===== src/shared/lcp_regs.svh =====
`ifndef LCP_REGS_SVH
`define LCP_REGS_SVH

// Register offsets
`define LCP_OFF_ACC0    5'h00
`define LCP_OFF_ACC1    5'h01
`define LCP_OFF_OPR0    5'h02
`define LCP_OFF_OPR1    5'h03
`define LCP_OFF_QUEUE0  5'h04
`define LCP_OFF_QUEUE1  5'h05
`define LCP_OFF_CTRL    5'h06
`define LCP_OFF_STATUS  5'h07
`define LCP_OFF_STMASK  5'h08
`define LCP_OFF_CFGPTR  5'h09
`define LCP_OFF_CFGLO   5'h0A
`define LCP_OFF_CFGHI   5'h0B
`define LCP_OFF_AUX     5'h0C
`define LCP_OFF_ANDMSK  5'h0D
`define LCP_OFF_ORMSK   5'h0E
`define LCP_OFF_CMPMSK  5'h0F
`define LCP_OFF_OSEL    5'h10
`define LCP_OFF_CLKCFG  5'h11

// Configuration word fields
`define LCP_CW_FN       2:0
`define LCP_CW_SRCA     3
`define LCP_CW_SRCB     5:4
`define LCP_CW_SHIFT    7:6
`define LCP_CW_DEST0    8
`define LCP_CW_DEST1    9
`define LCP_CW_CIN      10
`define LCP_CW_ORM      11
`define LCP_CW_CRC      12
`define LCP_CW_FLOAD    13
`define LCP_CW_FCAP     14
`define LCP_CW_FSRC     15

// Auxiliary, output select and clock configuration fields
`define LCP_AUX_DIR0    0
`define LCP_AUX_CHAIN   2
`define LCP_AUX_MSB     5:3
`define LCP_OSEL_BANK   1:0
`define LCP_OSEL_C0A1   4
`define LCP_OSEL_C1A0   5
`define LCP_CLK_DP      1:0
`define LCP_CLK_SC      3:2

// Reset values and counts
`define LCP_AUX_RST     8'h38
`define LCP_ANDMSK_RST  8'hFF
`define LCP_CLKCFG_RST  8'h05
`define LCP_DIV_RATIO   4
`define LCP_FIFO_DEPTH  4

`endif


===== src/shared/lcp_pkg.sv =====
package lcp_pkg;
  typedef enum logic [2:0] {lcp_fn_inc, lcp_fn_dec, lcp_fn_add, lcp_fn_sub,
                            lcp_fn_and, lcp_fn_or, lcp_fn_xor, lcp_fn_pass} lcp_fn_t;
  typedef enum logic [1:0] {lcp_sh_none, lcp_sh_left, lcp_sh_right, lcp_sh_swap} lcp_shift_t;
  typedef enum logic [1:0] {lcp_ck_off, lcp_ck_run, lcp_ck_div, lcp_ck_ctrl} lcp_ckmode_t;
endpackage : lcp_pkg


===== src/verilog/lcp_alu.sv =====
`timescale 1ns/10ps
module lcp_alu import lcp_pkg::*; (
  input  wire logic [7:0] opa,
  input  wire logic [7:0] opb,
  input  wire lcp_fn_t    fn,
  input  wire lcp_shift_t shmode,
  input  wire logic       use_cin,
  input  wire logic       cin_ext,
  input  wire logic       shift_in,
  input  wire logic       crc_en,
  input  wire logic       crc_din,
  input  wire logic [2:0] msb,
  input  wire logic       orm_en,
  input  wire logic [7:0] orm,
  input  wire logic [7:0] andm,
  output logic      [7:0] res,
  output logic            cout,
  output logic            shout,
  output logic            ovf
);
  always_comb begin
    logic [7:0] wm, b2, r;
    logic [8:0] sum;
    logic       c, fb;
    wm = 8'hFF >> (3'h7 - msb);
    b2 = 8'h00;
    c  = 1'b0;
    r   = 8'h00;
    sum = 9'h000;
    fb  = 1'b0;
    case (fn)
      lcp_fn_inc: c = 1'b1;
      lcp_fn_dec: b2 = 8'hFF;
      lcp_fn_add: begin
        b2 = opb;
        c  = use_cin & cin_ext;
      end
      lcp_fn_sub: begin
        b2 = ~opb;
        c  = use_cin ? cin_ext : 1'b1;
      end
      default: b2 = 8'h00;
    endcase
    sum  = {1'b0, opa & wm} + {1'b0, b2 & wm} + {8'h00, c};
    cout = sum[4'(msb) + 4'h1];
    ovf  = (fn inside {lcp_fn_inc, lcp_fn_dec, lcp_fn_add, lcp_fn_sub}) &&
           (opa[msb] == b2[msb]) && (sum[msb] != opa[msb]);
    case (fn)
      lcp_fn_and:  r = opa & opb;
      lcp_fn_or:   r = opa | opb;
      lcp_fn_xor:  r = opa ^ opb;
      lcp_fn_pass: r = opa;
      default:     r = sum[7:0];
    endcase
    shout = 1'b0;
    case (shmode)
      lcp_sh_left: begin
        shout = r[msb];
        r     = {r[6:0], shift_in};
      end
      lcp_sh_right: begin
        shout  = r[0];
        r      = r >> 1;
        r[msb] = shift_in;
      end
      lcp_sh_swap: r = {r[3:0], r[7:4]};
      default:     r = r;
    endcase
    fb = opa[msb] ^ crc_din;
    if (crc_en) begin
      shout = opa[msb];
      r     = (opa << 1) ^ (fb ? opb : 8'h00);
    end
    if (orm_en) r = r | orm;
    res = r & andm;
  end
endmodule : lcp_alu


===== src/verilog/lcp_datapath.sv =====
// Implementation choices: the strobed register port and the register offsets.
`timescale 1ns/10ps
`include "lcp_regs.svh"

module lcp_datapath import lcp_pkg::*; #(
  parameter int DIV_RATIO  = `LCP_DIV_RATIO,
  parameter int FIFO_DEPTH = `LCP_FIFO_DEPTH
) (
  input  wire logic       clk_sys,
  input  wire logic       reset_n,
  input  wire logic [4:0] bus_addr,
  input  wire logic [7:0] bus_wdata,
  input  wire logic       bus_wr,
  input  wire logic       bus_rd,
  output logic      [7:0] bus_rdata,
  input  wire logic [5:0] route_in,
  output logic      [5:0] route_out,
  input  wire logic [5:0] status_in,
  output logic      [7:0] ctrl_out,
  input  wire logic       chain_carry_in,
  input  wire logic       chain_shift_in,
  input  wire logic       chain_cond_in,
  output logic            chain_carry_out,
  output logic            chain_shift_out,
  output logic            chain_cond_out
);
  localparam int DW = (DIV_RATIO > 1) ? $clog2(DIV_RATIO) : 1;

  // Working registers
  logic [7:0]  accumulator [2];
  logic [7:0]  next_acc    [2];
  logic [7:0]  operand_reg [2];
  logic [7:0]  next_opr    [2];
  logic        carry_q, next_carry;
  logic        shout_q, next_shout;
  logic        ovf_q, next_ovf;

  // Configuration store and software registers
  logic [15:0] cfg_mem      [8];
  logic [15:0] next_cfg_mem [8];
  logic [2:0]  cfg_ptr, next_cfg_ptr;
  logic [7:0]  aux, next_aux;
  logic [7:0]  andm, next_andm;
  logic [7:0]  orm, next_orm;
  logic [7:0]  cmpm, next_cmpm;
  logic [7:0]  osel, next_osel;
  logic [7:0]  clkcfg, next_clkcfg;
  logic [7:0]  stmask, next_stmask;
  logic [7:0]  sticky, next_sticky;
  logic [7:0]  next_ctrl, next_rdata;
  logic [5:0]  next_route;
  logic        next_cond;

  // Clock enables
  logic [DW-1:0] div_cnt, next_div_cnt;
  logic          div_tick, next_div_tick;
  logic          dp_ce, sc_ce, dp_go;

  // Queue ports
  logic [1:0]  f_push, f_pop, f_empty, f_full;
  logic [7:0]  f_wdata [2];
  logic [7:0]  f_q     [2];

  // ALU and condition signals
  logic [15:0] cw;
  logic [7:0]  opa, opb, alu_res;
  logic        alu_cout, alu_shout, alu_ovf;
  logic [7:0]  cmp0_b, cmp1_a;
  logic        cmp0, cmp1;
  logic [1:0]  zero, ones;
  logic [15:0] cond;
  logic [7:0]  st_src, st_view;

  function automatic logic lcp_ce(input logic [1:0] mode, input logic tick, input logic fw_en);
    case (lcp_ckmode_t'(mode))
      lcp_ck_run:  return 1'b1;
      lcp_ck_div:  return tick;
      lcp_ck_ctrl: return fw_en;
      default:     return 1'b0;
    endcase
  endfunction : lcp_ce

  // Divided enable shared by both subcomponents
  always_comb begin
    next_div_tick = 1'b0;
    next_div_cnt  = div_cnt + 1'b1;
    if (div_cnt == DW'(DIV_RATIO - 1)) begin
      next_div_cnt  = '0;
      next_div_tick = 1'b1;
    end
  end

  always_ff @(posedge clk_sys or negedge reset_n) begin
    if (!reset_n) begin
      div_cnt  <= '0;
      div_tick <= 1'b0;
    end else begin
      div_cnt  <= next_div_cnt;
      div_tick <= next_div_tick;
    end
  end

  assign dp_ce = lcp_ce(clkcfg[`LCP_CLK_DP], div_tick, ctrl_out[7]);
  assign sc_ce = lcp_ce(clkcfg[`LCP_CLK_SC], div_tick, ctrl_out[7]);
  assign dp_go = dp_ce && !route_in[5];

  // Configuration word chosen by the routing each cycle
  assign cw  = cfg_mem[route_in[2:0]];
  assign opa = accumulator[cw[`LCP_CW_SRCA]];

  always_comb begin
    case (cw[`LCP_CW_SRCB])
      2'h0:    opb = operand_reg[0];
      2'h1:    opb = operand_reg[1];
      2'h2:    opb = accumulator[0];
      default: opb = accumulator[1];
    endcase
  end

  lcp_alu u_alu (
    .opa      (opa),
    .opb      (opb),
    .fn       (lcp_fn_t'(cw[`LCP_CW_FN])),
    .shmode   (lcp_shift_t'(cw[`LCP_CW_SHIFT])),
    .use_cin  (cw[`LCP_CW_CIN]),
    .cin_ext  (aux[`LCP_AUX_CHAIN] ? chain_carry_in : carry_q),
    .shift_in (aux[`LCP_AUX_CHAIN] ? chain_shift_in : (cw[`LCP_CW_CIN] ? shout_q : route_in[3])),
    .crc_en   (cw[`LCP_CW_CRC]),
    .crc_din  (route_in[4]),
    .msb      (aux[`LCP_AUX_MSB]),
    .orm_en   (cw[`LCP_CW_ORM]),
    .orm      (orm),
    .andm     (andm),
    .res      (alu_res),
    .cout     (alu_cout),
    .shout    (alu_shout),
    .ovf      (alu_ovf)
  );

  for (genvar gi = 0; gi < 2; gi++) begin : g_byte_queue
    lcp_fifo #(
      .WIDTH (8),
      .DEPTH (FIFO_DEPTH)
    ) u_queue (
      .clk_sys (clk_sys),
      .reset_n (reset_n),
      .push    (f_push[gi]),
      .wdata   (f_wdata[gi]),
      .pop     (f_pop[gi]),
      .rdata   (f_q[gi]),
      .empty   (f_empty[gi]),
      .full    (f_full[gi])
    );
    assign zero[gi] = (accumulator[gi] == 8'h00);
    assign ones[gi] = (accumulator[gi] == 8'hFF);
  end

  // Comparators
  assign cmp0_b = osel[`LCP_OSEL_C0A1] ? accumulator[1] : operand_reg[0];
  assign cmp1_a = osel[`LCP_OSEL_C1A0] ? accumulator[0] : accumulator[1];
  assign cmp0   = (((accumulator[0] ^ cmp0_b) & cmpm) == 8'h00) &&
                  (!aux[`LCP_AUX_CHAIN] || chain_cond_in);
  assign cmp1   = ((cmp1_a & cmpm) < (operand_reg[1] & cmpm));

  assign cond = {4'h0, carry_q, f_full[1], f_empty[1], f_full[0], f_empty[0],
                 ovf_q, ones[1], ones[0], zero[1], zero[0], cmp1, cmp0};

  // Datapath working state
  always_comb begin
    next_acc   = accumulator;
    next_opr   = operand_reg;
    next_carry = carry_q;
    next_shout = shout_q;
    next_ovf   = ovf_q;
    f_push     = 2'b00;
    f_pop      = 2'b00;
    if (dp_go) begin
      next_carry = alu_cout;
      next_shout = alu_shout;
      next_ovf   = alu_ovf;
      if (cw[`LCP_CW_DEST0]) next_acc[0] = alu_res;
      if (cw[`LCP_CW_DEST1]) next_acc[1] = alu_res;
    end
    for (int i = 0; i < 2; i++) begin
      f_wdata[i] = bus_wdata;
      if (aux[`LCP_AUX_DIR0 + i]) begin
        f_wdata[i] = cw[`LCP_CW_FSRC] ? accumulator[i] : alu_res;
        f_push[i]  = dp_go && cw[`LCP_CW_FCAP] && !f_full[i];
        f_pop[i]   = bus_rd && (bus_addr == 5'(`LCP_OFF_QUEUE0 + i));
      end else begin
        f_push[i] = bus_wr && (bus_addr == 5'(`LCP_OFF_QUEUE0 + i));
        f_pop[i]  = dp_go && cw[`LCP_CW_FLOAD] && !f_empty[i];
        if (f_pop[i]) begin
          if (cw[`LCP_CW_FSRC]) begin
            next_acc[i] = f_q[i];
          end else begin
            next_opr[i] = f_q[i];
          end
        end
      end
      if (bus_wr && (bus_addr == 5'(`LCP_OFF_ACC0 + i))) next_acc[i] = bus_wdata;
      if (bus_wr && (bus_addr == 5'(`LCP_OFF_OPR0 + i))) next_opr[i] = bus_wdata;
    end
  end

  always_ff @(posedge clk_sys or negedge reset_n) begin
    if (!reset_n) begin
      accumulator <= '{default: 8'h00};
      operand_reg <= '{default: 8'h00};
      carry_q     <= 1'b0;
      shout_q     <= 1'b0;
      ovf_q       <= 1'b0;
    end else begin
      accumulator <= next_acc;
      operand_reg <= next_opr;
      carry_q     <= next_carry;
      shout_q     <= next_shout;
      ovf_q       <= next_ovf;
    end
  end

  // Status sources and the value seen by a read
  assign st_src  = {status_in, cmp1, cmp0};
  assign st_view = (stmask & sticky) | (~stmask & st_src);

  // Software registers and read data
  always_comb begin
    next_ctrl    = ctrl_out;
    next_cfg_mem = cfg_mem;
    next_cfg_ptr = cfg_ptr;
    next_aux     = aux;
    next_andm    = andm;
    next_orm     = orm;
    next_cmpm    = cmpm;
    next_osel    = osel;
    next_clkcfg  = clkcfg;
    next_stmask  = stmask;
    next_sticky  = sticky;
    if (bus_rd && (bus_addr == `LCP_OFF_STATUS)) next_sticky = 8'h00;
    if (sc_ce) next_sticky = next_sticky | (st_src & stmask);
    if (bus_wr) begin
      case (bus_addr)
        `LCP_OFF_CTRL:   next_ctrl = bus_wdata;
        `LCP_OFF_STMASK: next_stmask = bus_wdata;
        `LCP_OFF_CFGPTR: next_cfg_ptr = bus_wdata[2:0];
        `LCP_OFF_CFGLO:  next_cfg_mem[cfg_ptr][7:0] = bus_wdata;
        `LCP_OFF_CFGHI:  next_cfg_mem[cfg_ptr][15:8] = bus_wdata;
        `LCP_OFF_AUX:    next_aux = bus_wdata;
        `LCP_OFF_ANDMSK: next_andm = bus_wdata;
        `LCP_OFF_ORMSK:  next_orm = bus_wdata;
        `LCP_OFF_CMPMSK: next_cmpm = bus_wdata;
        `LCP_OFF_OSEL:   next_osel = bus_wdata;
        `LCP_OFF_CLKCFG: next_clkcfg = bus_wdata;
        default:         next_ctrl = ctrl_out;
      endcase
    end
    next_rdata = 8'h00;
    if (bus_rd) begin
      case (bus_addr)
        `LCP_OFF_ACC0:       next_rdata = accumulator[0];
        `LCP_OFF_ACC1:       next_rdata = accumulator[1];
        `LCP_OFF_OPR0:       next_rdata = operand_reg[0];
        `LCP_OFF_OPR1:       next_rdata = operand_reg[1];
        `LCP_OFF_QUEUE0:     next_rdata = f_q[0];
        `LCP_OFF_QUEUE1:     next_rdata = f_q[1];
        `LCP_OFF_CTRL:       next_rdata = ctrl_out;
        `LCP_OFF_STATUS:     next_rdata = st_view;
        `LCP_OFF_STMASK:     next_rdata = stmask;
        `LCP_OFF_CFGPTR:     next_rdata = {5'h00, cfg_ptr};
        `LCP_OFF_CFGLO:      next_rdata = cfg_mem[cfg_ptr][7:0];
        `LCP_OFF_CFGHI:      next_rdata = cfg_mem[cfg_ptr][15:8];
        `LCP_OFF_AUX:        next_rdata = aux;
        `LCP_OFF_ANDMSK:     next_rdata = andm;
        `LCP_OFF_ORMSK:      next_rdata = orm;
        `LCP_OFF_CMPMSK:     next_rdata = cmpm;
        `LCP_OFF_OSEL:       next_rdata = osel;
        `LCP_OFF_CLKCFG:     next_rdata = clkcfg;
        default:             next_rdata = 8'h00;
      endcase
    end
  end

  always_ff @(posedge clk_sys or negedge reset_n) begin
    if (!reset_n) begin
      ctrl_out  <= 8'h00;
      cfg_mem   <= '{default: 16'h0000};
      cfg_ptr   <= 3'h0;
      aux       <= `LCP_AUX_RST;
      andm      <= `LCP_ANDMSK_RST;
      orm       <= 8'h00;
      cmpm      <= 8'hFF;
      osel      <= 8'h00;
      clkcfg    <= `LCP_CLKCFG_RST;
      stmask    <= 8'h00;
      sticky    <= 8'h00;
      bus_rdata <= 8'h00;
    end else begin
      ctrl_out  <= next_ctrl;
      cfg_mem   <= next_cfg_mem;
      cfg_ptr   <= next_cfg_ptr;
      aux       <= next_aux;
      andm      <= next_andm;
      orm       <= next_orm;
      cmpm      <= next_cmpm;
      osel      <= next_osel;
      clkcfg    <= next_clkcfg;
      stmask    <= next_stmask;
      sticky    <= next_sticky;
      bus_rdata <= next_rdata;
    end
  end

  // Routing and chaining outputs
  always_comb begin
    case (osel[`LCP_OSEL_BANK])
      2'h0:    next_route = {cond[4:0], next_shout};
      2'h1:    next_route = {cond[9:5], next_shout};
      2'h2:    next_route = {cond[14:10], next_shout};
      default: next_route = {5'h00, next_shout};
    endcase
    next_cond = cmp0;
  end

  always_ff @(posedge clk_sys or negedge reset_n) begin
    if (!reset_n) begin
      route_out      <= 6'h00;
      chain_cond_out <= 1'b0;
    end else begin
      route_out      <= next_route;
      chain_cond_out <= next_cond;
    end
  end

  assign chain_carry_out = carry_q;
  assign chain_shift_out = shout_q;
endmodule : lcp_datapath


===== src/verilog/lcp_fifo.sv =====
`timescale 1ns/10ps
module lcp_fifo #(
  parameter int WIDTH = 8,
  parameter int DEPTH = 4
) (
  input  wire logic             clk_sys,
  input  wire logic             reset_n,
  input  wire logic             push,
  input  wire logic [WIDTH-1:0] wdata,
  input  wire logic             pop,
  output logic      [WIDTH-1:0] rdata,
  output logic                  empty,
  output logic                  full
);
  localparam int PW = (DEPTH > 1) ? $clog2(DEPTH) : 1;
  logic [WIDTH-1:0] mem [DEPTH];
  logic [PW-1:0]    rptr, next_rptr, wptr, next_wptr;
  logic [PW:0]      cnt, next_cnt;
  logic             do_push, do_pop;

  assign rdata = mem[rptr];
  assign empty = (cnt == '0);
  assign full  = (cnt == (PW+1)'(DEPTH));

  always_comb begin
    do_push   = push && !full;
    do_pop    = pop && !empty;
    next_wptr = wptr;
    next_rptr = rptr;
    if (do_push) next_wptr = (wptr == PW'(DEPTH-1)) ? '0 : wptr + 1'b1;
    if (do_pop)  next_rptr = (rptr == PW'(DEPTH-1)) ? '0 : rptr + 1'b1;
    next_cnt = cnt + (PW+1)'(do_push) - (PW+1)'(do_pop);
  end

  always_ff @(posedge clk_sys or negedge reset_n) begin
    if (!reset_n) begin
      rptr <= '0;
      wptr <= '0;
      cnt  <= '0;
    end else begin
      rptr <= next_rptr;
      wptr <= next_wptr;
      cnt  <= next_cnt;
      if (do_push) mem[wptr] <= wdata;
    end
  end
endmodule : lcp_fifo

===== config.mk =====
export PLATFORM = sky130hd
export DESIGN_NAME = lcp_datapath
export DESIGN_NICKNAME = d
export VERILOG_FILES = /design/src/shared/lcp_pkg.sv /design/src/verilog/lcp_alu.sv /design/src/verilog/lcp_datapath.sv /design/src/verilog/lcp_fifo.sv
export VERILOG_INCLUDE_DIRS = /design/src /design/src/shared
export SDC_FILE = /design/constraint.sdc
export NUM_CORES = 1
export LEC_CHECK = 0
export BUFFER_PORTS_ARGS = -buffer_cell sky130_fd_sc_hd__buf_4
export CAP_MARGIN = 20
export CORE_ASPECT_RATIO = 1.2
export CORE_UTILIZATION = 40
export CTS_BUF_LIST = sky130_fd_sc_hd__clkbuf_4
export DETAILED_ROUTE_END_ITERATION = 16
export PLACE_DENSITY = 0.63
export SLEW_MARGIN = 40
export SYNTH_ARGS = -nofsm -noshare
export SYNTH_HDL_FRONTEND = slang
export SYNTH_HIERARCHICAL = 1
export SYNTH_SLANG_ARGS = --single-unit

===== constraint.sdc =====
create_clock -name clk_sys -period 5.13 [get_ports clk_sys]
set_input_delay 1.026 -clock clk_sys [delete_from_list [all_inputs] [get_ports clk_sys]]
set_output_delay 1.026 -clock clk_sys [all_outputs]
set_load 0.02 [all_outputs]

Word level (Yosys, flattened, before mapping)
Memories as Yosys holds them, arrays and structs flattened.
Cells that the tools add are included.
Storage, ports and cells
  bits in registers: 270
  RAM bits: 64
  bits of input ports: 32
  memories kept: 2
  word-level logic and storage cells: 286
Operators by class
  shift operators: 1
  add/subtract/negate cells: 13
  reductions and logical operators: 59
  order comparisons: 9
  equal/unequal tests: 52
  muxes and demuxes: 90
  bitwise gates (word level): 24
Memories
  g_byte_queue[0].u_queue.mem: depth 4, bits a word 8, rd ports 1, clocked after memory_dff 0, wr ports 1, RTL line lcp_fifo.sv:16  | logic [WIDTH-1:0] mem [DEPTH];
  g_byte_queue[1].u_queue.mem: depth 4, bits a word 8, rd ports 1, clocked after memory_dff 0, wr ports 1, RTL line lcp_fifo.sv:16
Operators by type and width (count)
  2-to-1 mux 8 bit: 34
  bitwise mux 128 bit: 2
  case mux 128 bit (2 select lines): 1
  case mux 8 bit (18 select lines): 1
  binary-select mux 16 bit (select 3 bit): 2
  demux 16 bit (select 3 bit): 2
  2-to-1 mux 16 bit: 6
  AND 8 bit: 10
  case mux 8 bit (3 select lines): 3
  == test 5 x 4 -> 1 bit (second input constant): 8
  bitwise OR 8 bit: 4
  case mux 8 bit (4 select lines): 1
  logical AND 1 bit: 27
  == test 2 bit (second input constant): 13
  zero test 8 bit: 3
  XOR 8 bit: 3
  2-to-1 mux 1 bit: 21
  == test 5 x 3 -> 1 bit (second input constant): 4
  AND reduction 2 bit: 10
  == test 3 bit (second input constant): 6
  case mux 6 bit (3 select lines): 1
  == test 8 bit (second input constant): 2
  inverter 8 bit: 2
  binary-select mux 1 bit (select 3 bit): 4
  43 further kinds: 78

Logic depth before layout (Yosys ltp)
  word-level depth: 24
  gate-level depth with buffers: 24
  depth with buffers taken out: 19

Hierarchy
The synthesis kept the hierarchy.
By module, submodules not included
  lcp_datapath: sequential area each 6407.4 um^2, cells each 1310, instances 1, area an instance 15093.2 um^2
  lcp_alu: sequential area each 0.0 um^2, cells each 382, instances 1, area an instance 2668.8 um^2
  lcp_fifo at g_byte_queue[1].u_queue: sequential area each 1136.1 um^2, cells each 86, instances 1, area an instance 1656.6 um^2
  lcp_fifo at g_byte_queue[0].u_queue: sequential area each 1136.1 um^2, cells each 81, instances 1, area an instance 1607.8 um^2

Least setup slack after synthesis
No wires, ideal clock.
  kind: input to register
  from: input route_in[0]
  to: memory g_byte_queue[0].u_queue.mem[0][5], data pin
  slack: -1.098 ns
  stages on the path: 24
  path buffers: 8
  arrival: 6.041 ns
  cell sequence: buf_6 -> buf_6 -> buf_6 -> buf_2 -> mux4_2 -> mux2_2 -> buf_2 -> buf_4 -> buf_4 -> clkbuf_1 -> nand2_1 -> xnor2_1 -> nand2_1 -> fa_1 -> fa_1 -> nor2b_1 -> o221a_1 -> or2_1 -> o41ai_2 -> or3_1 -> a221o_1 -> a21boi_2 -> nand2_1 -> a31oi_1
RTL lines
  start, declared: RTL line lcp_datapath.sv:16  | input wire logic [5:0] route_in,
  end, declared: RTL line lcp_fifo.sv:16

==> impl_results.md <==
* Longest Clk Path Bufs at 3
* PD cells at between 400 and 500 mW/mm^2
* Biggest regs: cfg_mem: 128 flops, g_byte_queue.u_queue/mem: 64 flops
* Most frequent cells in the layout: dfrtp_1 (246), mux2_2 (225), buf_4 (201)
* Cell Area, Placed at around 0.023 sq mm
* CP required at around 5800 ps
* CTS tree: done
* R2R cell count at 21
* Fmax achieved at 197 MHz
* Largest Register: cfg_mem
* Min cycle time layout at 5080 ps
* I/O pins at between 50 and 60
* Leak at between 10 and 15 nW
* #FFs+latches synth at around 330
* Cells after synthesis at about 1900
* Status: finished, final reports clean
* Vias/cell at approximately 6.2
* Final #Nets at between 2000 and 2500
* CTS root buf: clkbuf_4
* Hold Crit Class: in2async
* Vias after detailed routing at 17200
* Routed WL at ~75000 um
* PortBufs at 56
* Syn_nets at just under 2000
* Initial Util at 0.407
* Post-synthesis mux area share at 0.242
* Async S/R FF share, synth at 0.808
* Vias in the first global route at ~18000
* Die W at about 210 um
* Core Area at 0.0517 sq mm
* Post-route ant nets at 0
* Total CTS buffers at 90
* CTS sink count at roughly 330
* Final hold slack at approximately 100 ps
* Latest clock arrival within the worst-skew pair at roughly 900 ps
* XOR/XNOR Fraction of Synth Area at 0.0137
* Iteration count of the initial detailed-routing pass at 6
* Cell Area, Synth at about 0.021 sq mm
* Initial antenna violation count at 3
* Fin area at approximately 0.024 sq mm
* CP Cell Sequence: mux4_2, mux2i_2, buf_12, nor2b_1, a211oi_1, a21oi_2, nand2_1, xnor2_2, nand2_1, fa_2, fa_2, nor2b_1, o221a_1, or2_1, o41ai_4, buf_4, or3_1, a221o_1, a21boi_2, nand2_2, a31oi_4
* Top cell type's share of synthesized area at 0.295
* P&R area growth vs syn at 15.5%
* Post-synthesis average cell area at ~11 sq um
* Setup-failing EPs final at 0
* Core Util, Final at 0.470
* Unique masters post-synth at around 120
* DP Wirelength at between 50000 and 60000 um
* Total power at about 10 mW
* Compound-cell area share of the yosys netlist at 0.122
* Synth area leader: dfrtp_1
* Sequential area share after synthesis at 0.413
* Pin count of the biggest net entering global routing at roughly 160
* RSZ-0062 raised after global routing: yes
* Setup CP Type: reg2reg
* GRT Util Overall at 0.283
* Max VDD drop at about 230 uV
* Top cells by area, synth: dfrtp_1 (30%), mux2_2 (12%), edfxtp_1 (9.1%), mux4_2 (7.1%), mux2i_1 (4.0%)
* WL/cell at roughly 27 um
* Adder and majority gate portion of the synthesized area at 0.0353
* Worst Skew at around 120 ps
* GRT Residual Overflow at 0
* Worst path max stage delay at around 470 ps
* Post-Synth Simple-Gate Area at 0.129
* Crit path max fanout at 8
* Share of cells above drive strength 1 at 0.368
* Detailed-route DRC error count at 0
* # rows at between 90 and 100
* Fin. Hold Viols at 0
* Slew at the pin closest to its max-slew limit at 1010 ps
* Critical Path AT at approximately 5700 ps
* Largest family of logic cells by synthesized area: multiplexers
* Fillcell total at 4852
* CP Capture Type: flip-flop
* Setup TNS at 0 ps
* Clk slew on worst S/H paths at ~70 ps
* EDFF count, synth at 64
* H-tree depth at 3
* Max-cap violations at 0
* Ys flop type: dfrtp_1
* Die Y at 253 um
* Ys Warns at 6
* Slowest stage cell, crit path: mux4_2
* Most common cell after layout, fill and taps aside: dfrtp_1
* First-pass GRT wire length at about 110000 um
* Die Area at around 0.053 sq mm
* Max-slew headroom at 0.307
* DRT iter0 DRCs at 1855
* Final worst path period share at 0.990
* Routability cong. at between 0.9 and 1
* Max reg flops at approximately 130
* CP Launch Type: flip-flop
* Slew Viols, Final at 0
-- final cells by class --
| class | count | area (sq um) | area share |
|---|---|---|---|
| Antenna cell | 4 | 10.0 | 0.000412 |
| Clock buffer | 140 | 1050 | 0.0433 |
| Clock inverter | 21 | 145 | 0.00597 |
| Inverter | 59 | 221 | 0.00912 |
| Multi-Input combinational cell | 1326 | 11700 | 0.480 |
| Sequential cell | 333 | 8680 | 0.357 |
| Tap cell | 697 | 872 | 0.0359 |
| Timing Repair Buffer | 209 | 1650 | 0.0679 |
-- routing by layer --
metal | wire length (um) | track usage
met5 | 0 | 0
met4 | 4450 | 0.170
met3 | 6150 | 0.0562
met2 | 34800 | 0.450
met1 | 29300 | 0.355
-- synthesized netlist by cell type, types with 28 or more instances --
| cell type | count |
|---|---|
| a21oi_1 | 44 |
| nand2b_1 | 35 |
| nand3_1 | 42 |
| edfxtp_1 | 64 |
| xnor2_1 | 28 |
| nor2b_1 | 31 |
| ha_1 | 53 |
| mux2i_1 | 83 |
| nand2_1 | 157 |
| dfrtp_1 | 248 |
| clkbuf_1 | 65 |
| mux2_2 | 226 |
| nor2_1 | 86 |
| mux4_2 | 66 |
| a31oi_1 | 45 |
| buf_2 | 40 |
| inv_1 | 58 |
-- cells by family after synthesis --
| kind of cell | after synthesis |
|---|---|
| adder cells (fa/ha/maj) | 57 |
| AO/OA/AOI/OAI | 339 |
| multiplexers | 391 |
| XOR/XNOR | 32 |
| buffers and inverters | 200 |
| flip-flops | 333 |
| AND/OR/NAND/NOR | 507 |
-- report_power, final --
part | internal [mW] | switching, mW | leakage (nW)
registers | 3.17 | 0.663 | 4.05
clock network | 1.34 | 1.15 | 0.720
logic | 1.79 | 2.25 | 5.48
total | 6.30 | 4.06 | 10.2
-- metrics by stage --
stage                     setup WS, ps  instances
after floorplan                   -529       1859
after global placement            -800       2620
after detailed placement          -832       2620
after CTS                         50.4       2781
after global routing             -32.8       2789
final                             53.1       2789
-- worst max-delay path: cells and delay by family (launching register included) --
| family | cells | cell delay, ps |
|---|---|---|
| DFF | 1 | 400 |
| AOI/OAI and AO/OA | 7 | 1490 |
| xor gates and xnor gates | 1 | 140 |
| and+or+nand+nor | 7 | 1070 |
| muxes | 2 | 680 |
| buffers and inverters | 2 | 330 |
| adders and majority gates | 2 | 760 |
-- path summary, 6_finish.rpt --
kind | from | endpoint | slack (ps)
max | cfg_mem[52]$_DFFE_PN0P_ | g_byte_queue[1].u_queue/mem[1][5]$_DFFE_PP_ | 50
min | reset_n | cfg_mem[48]$_DFFE_PN0P_ | 100
max reg2reg | cfg_mem[52]$_DFFE_PN0P_ | g_byte_queue[1].u_queue/mem[1][5]$_DFFE_PP_ | 50
min reg2reg | div_cnt[0]$_DFF_PN0_ | div_cnt[0]$_DFF_PN0_ | 430
max in group asynchronous | reset_n | aux[4]$_DFFE_PN1P_ | 3690
min in group clk_sys | status_in[1] | sticky[3]$_DFF_PN0_ | 420
-- timing repair --
action	4_1_cts	5_1_grt
gates resized for setup	3	18
setup buffers	0	2
setup endpoints to repair	5	48
hold buffers	0	0
pin swaps	0	3
Power figures use the tool's default switching activity.
